--- src/rtl/sie_params.svh ---
`ifndef SIE_PARAMS_SVH
`define SIE_PARAMS_SVH
`define SIE_HINT_OPCODE  16'hBF40
`define SIE_OP5_MULTI    5'h18
`define SIE_OP5_WORD_IMM 5'h0C
`define SIE_OP5_BYTE_IMM 5'h0E
`define SIE_OP5_HALF_IMM 5'h10
`define SIE_OP5_WORD_SP  5'h12
`define SIE_OP7_WORD_REG 7'h28
`define SIE_OP7_BYTE_REG 7'h2A
`define SIE_SP_INDEX     4'hD
`define SIE_SIZE_BYTE    3'h1
`define SIE_SIZE_HALF    3'h2
`define SIE_SIZE_WORD    3'h4
`define SIE_WORD_STEP    32'h00000004
`endif

--- src/rtl/sie_pkg.sv ---
package sie_pkg;
   typedef enum logic [2:0] {
      SIE_OP_NONE,
      SIE_OP_HINT,
      SIE_OP_MULTI,
      SIE_OP_WORD,
      SIE_OP_BYTE,
      SIE_OP_HALF
   } sie_op_t;

   typedef struct packed {
      sie_op_t     op;
      logic [3:0]  base_reg;
      logic [3:0]  source_reg;
      logic [3:0]  offset_reg;
      logic        use_offset_reg;
      logic [31:0] imm32;
      logic [7:0]  list;
   } sie_dec_t;

   typedef struct packed {
      logic        valid;
      logic [31:0] addr;
      logic [31:0] data;
      logic [2:0]  size;
   } sie_mem_t;
endpackage

--- src/rtl/sie_decode.sv ---
`timescale 1ns/1ns
`include "sie_params.svh"
module sie_decode (
   input  wire logic [15:0]      instr_i,
   output sie_pkg::sie_dec_t     dec_o
);
   always_comb begin
      dec_o            = '0;
      dec_o.op         = sie_pkg::SIE_OP_NONE;
      // Three-bit selectors are zero-extended to R0..R7; only the SP-relative word form reaches R13 as base
      dec_o.source_reg = {1'b0, instr_i[2:0]};
      dec_o.base_reg   = {1'b0, instr_i[5:3]};
      dec_o.offset_reg = {1'b0, instr_i[8:6]};
      if (instr_i == `SIE_HINT_OPCODE) begin
         dec_o.op = sie_pkg::SIE_OP_HINT;
      end else if (instr_i[15:11] == `SIE_OP5_MULTI) begin
         dec_o.op       = sie_pkg::SIE_OP_MULTI;
         dec_o.base_reg = {1'b0, instr_i[10:8]};
         dec_o.list     = instr_i[7:0];
      end else if (instr_i[15:11] == `SIE_OP5_WORD_IMM) begin
         dec_o.op    = sie_pkg::SIE_OP_WORD;
         dec_o.imm32 = {25'h0000000, instr_i[10:6], 2'h0};
      end else if (instr_i[15:11] == `SIE_OP5_WORD_SP) begin
         dec_o.op         = sie_pkg::SIE_OP_WORD;
         dec_o.base_reg   = `SIE_SP_INDEX;
         dec_o.source_reg = {1'b0, instr_i[10:8]};
         dec_o.imm32      = {22'h000000, instr_i[7:0], 2'h0};
      end else if (instr_i[15:11] == `SIE_OP5_BYTE_IMM) begin
         dec_o.op    = sie_pkg::SIE_OP_BYTE;
         dec_o.imm32 = {27'h0000000, instr_i[10:6]};
      end else if (instr_i[15:11] == `SIE_OP5_HALF_IMM) begin
         dec_o.op    = sie_pkg::SIE_OP_HALF;
         dec_o.imm32 = {26'h0000000, instr_i[10:6], 1'b0};
      end else if (instr_i[15:9] == `SIE_OP7_WORD_REG) begin
         dec_o.op             = sie_pkg::SIE_OP_WORD;
         dec_o.use_offset_reg = 1'b1;
      end else if (instr_i[15:9] == `SIE_OP7_BYTE_REG) begin
         dec_o.op             = sie_pkg::SIE_OP_BYTE;
         dec_o.use_offset_reg = 1'b1;
      end
   end
endmodule

--- src/rtl/sie_exec.sv ---
`timescale 1ns/1ns
`include "sie_params.svh"
module sie_exec (
   input  wire logic               core_clk_i,
   input  wire logic               rst_i,
   input  wire logic               instr_valid_i,
   input  wire logic [15:0]        instr_i,
   output logic                    instr_ready_o,
   output logic [3:0]              rd_addr_a_o,
   output logic [3:0]              rd_addr_b_o,
   output logic [3:0]              rd_addr_c_o,
   input  wire logic [31:0]        rd_data_a_i,
   input  wire logic [31:0]        rd_data_b_i,
   input  wire logic [31:0]        rd_data_c_i,
   output logic                    wb_valid_o,
   output logic [3:0]              wb_addr_o,
   output logic [31:0]             wb_data_o,
   output sie_pkg::sie_mem_t       mem_o,
   input  wire logic               mem_ready_i,
   output logic                    event_o,
   output logic                    done_o
);
   typedef enum logic [2:0] {
      SIE_IDLE,
      SIE_READ,
      SIE_SINGLE,
      SIE_MULTI_RD,
      SIE_MULTI_WR,
      SIE_WBACK
   } sie_state_t;

   sie_state_t          state_q;
   sie_pkg::sie_dec_t   dec_w;
   sie_pkg::sie_dec_t   dec_q;
   logic [31:0]         addr_q;
   logic [15:0]         mask_q;
   logic [3:0]          cur_q;

   // Lowest set bit; mask is never empty by software contract
   function automatic logic [3:0] sie_lowest(input logic [15:0] m);
      logic [3:0] r;
      r = 4'h0;
      for (int i = 15; i >= 0; i--) begin
         if (m[i]) begin
            r = 4'(i);
         end
      end
      return r;
   endfunction

   sie_decode u_decode (
      .instr_i (instr_i),
      .dec_o   (dec_w)
   );

   always_ff @(posedge core_clk_i) begin
      if (rst_i) begin
         state_q       <= SIE_IDLE;
         dec_q         <= '0;
         addr_q        <= 32'h00000000;
         mask_q        <= 16'h0000;
         cur_q         <= 4'h0;
         instr_ready_o <= 1'b1;
         rd_addr_a_o   <= 4'h0;
         rd_addr_b_o   <= 4'h0;
         rd_addr_c_o   <= 4'h0;
         wb_valid_o    <= 1'b0;
         wb_addr_o     <= 4'h0;
         wb_data_o     <= 32'h00000000;
         mem_o         <= '0;
         event_o       <= 1'b0;
         done_o        <= 1'b0;
      end else begin
         event_o    <= 1'b0;
         done_o     <= 1'b0;
         wb_valid_o <= 1'b0;
         case (state_q)
            SIE_IDLE: begin
               if (instr_valid_i && instr_ready_o) begin
                  dec_q <= dec_w;
                  case (dec_w.op)
                     sie_pkg::SIE_OP_HINT: begin
                        // Only the event and done pulses; no register or memory change
                        event_o <= 1'b1;
                        done_o  <= 1'b1;
                     end
                     sie_pkg::SIE_OP_NONE: begin
                        done_o <= 1'b1;
                     end
                     default: begin
                        instr_ready_o <= 1'b0;
                        rd_addr_a_o   <= dec_w.base_reg;
                        rd_addr_b_o   <= dec_w.source_reg;
                        rd_addr_c_o   <= dec_w.offset_reg;
                        mask_q        <= {8'h00, dec_w.list};
                        state_q       <= SIE_READ;
                     end
                  endcase
               end
            end
            SIE_READ: begin
               if (dec_q.op == sie_pkg::SIE_OP_MULTI) begin
                  addr_q      <= rd_data_a_i;
                  cur_q       <= sie_lowest(mask_q);
                  rd_addr_b_o <= sie_lowest(mask_q);
                  state_q     <= SIE_MULTI_RD;
               end else begin
                  mem_o.valid <= 1'b1;
                  // Pre-indexed, added offset; base is never written back
                  mem_o.addr  <= rd_data_a_i + (dec_q.use_offset_reg ? rd_data_c_i : dec_q.imm32);
                  case (dec_q.op)
                     sie_pkg::SIE_OP_BYTE: begin
                        mem_o.data <= {24'h000000, rd_data_b_i[7:0]};
                        mem_o.size <= `SIE_SIZE_BYTE;
                     end
                     sie_pkg::SIE_OP_HALF: begin
                        mem_o.data <= {16'h0000, rd_data_b_i[15:0]};
                        mem_o.size <= `SIE_SIZE_HALF;
                     end
                     default: begin
                        mem_o.data <= rd_data_b_i;
                        mem_o.size <= `SIE_SIZE_WORD;
                     end
                  endcase
                  state_q <= SIE_SINGLE;
               end
            end
            SIE_SINGLE: begin
               if (mem_ready_i) begin
                  mem_o.valid   <= 1'b0;
                  instr_ready_o <= 1'b1;
                  done_o        <= 1'b1;
                  state_q       <= SIE_IDLE;
               end
            end
            SIE_MULTI_RD: begin
               // Register read settles one cycle before the word leaves
               // Base stored as read; value is only meaningful if it is lowest
               mem_o.valid <= 1'b1;
               mem_o.addr  <= addr_q;
               mem_o.data  <= rd_data_b_i;
               mem_o.size  <= `SIE_SIZE_WORD;
               mask_q      <= mask_q & ~(16'h0001 << cur_q);
               state_q     <= SIE_MULTI_WR;
            end
            SIE_MULTI_WR: begin
               if (mem_ready_i) begin
                  mem_o.valid <= 1'b0;
                  addr_q      <= addr_q + `SIE_WORD_STEP;
                  if (mask_q == 16'h0000) begin
                     state_q <= SIE_WBACK;
                  end else begin
                     cur_q       <= sie_lowest(mask_q);
                     rd_addr_b_o <= sie_lowest(mask_q);
                     state_q     <= SIE_MULTI_RD;
                  end
               end
            end
            SIE_WBACK: begin
               wb_valid_o    <= 1'b1;
               wb_addr_o     <= dec_q.base_reg;
               wb_data_o     <= addr_q;
               instr_ready_o <= 1'b1;
               done_o        <= 1'b1;
               state_q       <= SIE_IDLE;
            end
            default: begin
               state_q       <= SIE_IDLE;
               instr_ready_o <= 1'b1;
            end
         endcase
      end
   end
endmodule

--- config.mk ---
export PLATFORM = sky130hd
export DESIGN_NAME = sie_exec
export DESIGN_NICKNAME = d
export VERILOG_FILES = /design/src/rtl/sie_pkg.sv /design/src/rtl/sie_decode.sv /design/src/rtl/sie_exec.sv
export VERILOG_INCLUDE_DIRS = /design/src /design/src/rtl
export SDC_FILE = /design/constraint.sdc
export NUM_CORES = 1
export LEC_CHECK = 0
export BUFFER_PORTS_ARGS = -buffer_cell sky130_fd_sc_hd__buf_4
export CAP_MARGIN = 20
export CORE_MARGIN = 2
export CORE_UTILIZATION = 55
export CTS_CLUSTER_DIAMETER = 80
export DETAILED_ROUTE_END_ITERATION = 6
export PLACE_DENSITY = 0.81
export SYNTH_ARGS = -nofsm -noshare
export SYNTH_HDL_FRONTEND = slang
export SYNTH_SLANG_ARGS = --single-unit
--- constraint.sdc ---
create_clock -name core_clk_i -period 3.61 [get_ports core_clk_i]
set_input_delay 0.361 -clock core_clk_i [delete_from_list [all_inputs] [get_ports core_clk_i]]
set_output_delay 0.361 -clock core_clk_i [all_outputs]
set_load 0.01 [all_outputs]
==> metrics.md <==
| Metric | Value |
|---|---|
| Initial drt markers | 855 |
| Setup Skew | 14.19 ps |
| CTS sink count | 192 |
| Via density | 6.050 |
| Flop pwr share | 0.410 |
| Die Width | 143.0 um |
| Max clock buf depth | 2 |
| Vias in the first global route | 10,130 |
| P_int | 4271 uW |
| NumNets Final | 1,712 |
| Net Switching | 2409 uW |
| Combinational share of power | 0.298 |
| Clock Power Share | 0.292 |
| RSZ-0062 raised after global routing | false |
| Post_cts resized | 0 |
| Wire per inst | 18.02 um |
| Reg2Reg Depth | 12 |
| Global-route wire length before repair | 51,830 um |
| Final WL | 33,080 um |
| Synth area leader | dfxtp_1 |
| Mapped Nets | 1,536 |
| CTS tree | built |
| Hold path cells | 3 |
| Final GP Congestion | 0.9800 |
| Fin. max-slew vios | 0 |
| Global-route usage over all layers | 0.3174 |
| Post-synth top cells | 208 x nand2_1, 192 x dfxtp_1, 169 x a21oi_1 |
| Post-synth EDFFs | 0 |
| DP HPWL | 24,250 um |
| Die Y | 143.0 um |
| Initial antenna violation count | 0 |
| Fin crit share | 0.9472 |
| Yosys reg bits | 192 |
| Cell Area, Placed | 12,370 um2 |
| Reg clk slew, reported paths | 80 ps |
| Synth-to-layout area growth | 22.29% |
| Worst relative slew slack | 0.3731 |
| Initial Util | 0.5639 |
| Layout cells sized above 1 | 0.2049 |
| Via count | 11,110 |
| Worst vdd ir | 0.3914 mV |
| # DRC | 0 |
| Skew-Pair Late Insertion Delay | 440 ps |
| Synth area leaders | dfxtp_1 36%, a21oi_1 8.0%, nand2_1 7.4% |
| Hold path start | rd_data_b_i[22] |
| CP Launch Type | flip-flop |
| IO Pins | 236 |
| Pin count of the biggest net entering global routing | 109 |
| Max-cap viol count | 0 |
| Layout filler cell count | 1,641 |
| Antenna Nets Post-Route | 0 |
| R2r setup slk | 190 ps |
| CTS Buf Count | 17 |
| # setup viols final | 0 |
| Total grt overflow | 0 |
| Site Rows | 50 |
| Htree depth | 4 |
| Leakage Power | 0.005298 uW |
| Top-area cell type share of the netlist area | 0.3620 |
| First-pass DRT Iterations | 5 |
| Reg2reg start | dec_q[40]$_SDFFE_PP0P_ |
| Worst setup slack after layout | 190.6 ps |
| Async set or reset register ratio after synthesis | 0 |
| Setup crit start | dec_q[40]$_SDFFE_PP0P_ |
| Cts hold-fix bufs | 0 |
| RR Endpoint | mem_o[55]$_SDFFE_PP0P_ |
| Pwr/cell area | 514.4 nW/um2 |
| Count leader, synth | nand2_1 |
| Number of warnings issued by yosys | 0 |
| Hold endpoint | mem_o[25]$_SDFFE_PP0P_ |
| Hold WC Path Type | input port to flip-flop |
| Root Buffer | clkbuf_16 |
| Worst-margin pin slew | 931.8 ps |
| Postcts setup bufs | 0 |
| Outcome | finished clean |
| Sw frac | 0.3606 |
| Register area | 3844 um2 |
| Fin. Hold Viols | 0 |
| Number of buffers added on ports | 234 |
| CP Class | flip-flop to flip-flop |
| Arrival time worst endpoint | 3700 ps |
| Synth cell types | 79 |
| Multi-input logic area | 6206 um2 |
| Worst Path Required | 3890 ps |
| Avg Inst Size Synth | 7.656 um2 |
| Seq/Total Area, Yosys | 0.3620 |
| DP Worst Slack | 265.6 ps |
| Fmax | 292.5 MHz |
| Cell area after layout | 12,990 um2 |
| Fin crit period | 3419 ps |
| Post-Synthesis Cells | 1,387 |
| Core area | 18,830 um2 |
| Sum Neg Setup Slack | 0 ps |
| CP max FO | 12 |
| Die area | 20,430 um2 |
| Worst setup EP type | flip-flop |
| Syn Std Cell Area | 10,620 um2 |
| Most common flop cell mapped by yosys | dfxtp_1 |
| Diode count | 0 |
==> sequential cells by signal, indices dropped and copies added, names as in the netlist, 3 cells and up <==
name         flops
rd_addr_c_o      3
mem_o           68
rd_addr_b_o      4
rd_addr_a_o      4
state_q          3
wb_data_o       32
wb_addr_o        4
cur_q            4
mask_q          16
addr_q          32
dec_q           18
==> routing by layer <==
layer / track usage / vias up / part of all wire
met1: 0.4241 / 5229 / 0.42
met3: 0.05064 / 68 / 0.074
li1: - / 5308 / -
met5: 0 / - / 0
met4: 0.1027 / 0 / 0.024
met2: 0.5248 / 502 / 0.48
==> kinds of logic after synthesis <==
| family | Yosys count | synth area share |
|---|---|---|
| buffers and inverters | 117 | 0.05467 |
| and+or+nand+nor | 581 | 0.2547 |
| muxes | 20 | 0.02015 |
| adders and majority gates | 33 | 0.03959 |
| DFF | 192 | 0.3620 |
| other | 1 | 0.0003531 |
| xor gates and xnor gates | 22 | 0.01815 |
| AOI/OAI and AO/OA | 421 | 0.2504 |
==> layout by cell type (no fill, tap or decap), drive strengths merged, types with 6 or more instances in the layout <==
cell type / instances
nor2: 156
a21o: 13
ha: 32
a22oi: 43
and2: 29
a21oi: 170
o21ai: 63
nor3: 36
xor2: 9
mux2: 11
inv: 24
xnor2: 13
a31oi: 8
or3: 9
clkinv: 6
nand2b: 14
o22ai: 16
mux2i: 9
o31ai: 12
buf: 257
nor4: 13
dfxtp: 192
nand2: 209
o211ai: 14
a311oi: 7
nand3: 37
nor2b: 21
clkbuf: 17
and3: 23
a211oi: 36
nand4: 12
==> how the worst max path moves through the flow <==
stage | endpoint
finish | mem_o[55]$_SDFFE_PP0P_
global route | mem_o[58]$_SDFFE_PP0P_
CTS | mem_o[53]$_SDFFE_PP0P_
detailed placement | mem_o[53]$_SDFFE_PP0P_
global placement | mem_o[53]$_SDFFE_PP0P_
floorplan | mem_o[58]$_SDFFE_PP0P_
==> power by group through the flow <==
| stage | clock (uW) | sequential [uW] | combinational [uW] |
|---|---|---|---|
| 6_report | 1950 | 2740 | 1990 |
| 5_1_grt | 2060 | 2780 | 2180 |
| 4_1_cts | 1970 | 2730 | 1980 |
| 3_5_place_dp | 0 | 2770 | 1970 |
| 3_3_place_gp | 0 | 2770 | 1920 |
| 2_1_floorplan | 0 | 2750 | 1190 |
==> layout make-up <==
class / count / area share
flip-flops and latches: 192 / 0.2960
clock buffers: 17 / 0.03276
multi-input cells: 1078 / 0.4779
repair buffers: 257 / 0.1489
inverters: 17 / 0.004914
clock inverters: 15 / 0.01455
well taps: 260 / 0.02505
==> critical path, stage by stage (launching register included) <==
cell and delay [ps]:
dfxtp_1 670, mux2_2 260, ha_1 200, inv_1 70, fa_1 370, nor2b_1 200, o31a_1 210, o31a_1 200
o22ai_1 170, or4_4 480, and3_1 200, o21ai_0 150, a31oi_1 90
==> stage by stage <==
step,utilization,total power (uW),hold WS [ps],std cells
4_1_cts,0.6896,6675,143.8,1836
3_5_place_dp,0.6570,4740,445.6,1804
3_3_place_gp,0.6570,4696,437.8,1804
6_report,0.6896,6680,154.8,1836
5_1_grt,0.6896,7022,158.9,1836
2_1_floorplan,-,3939,432.1,1387
(Power assumes the default switching activity.)
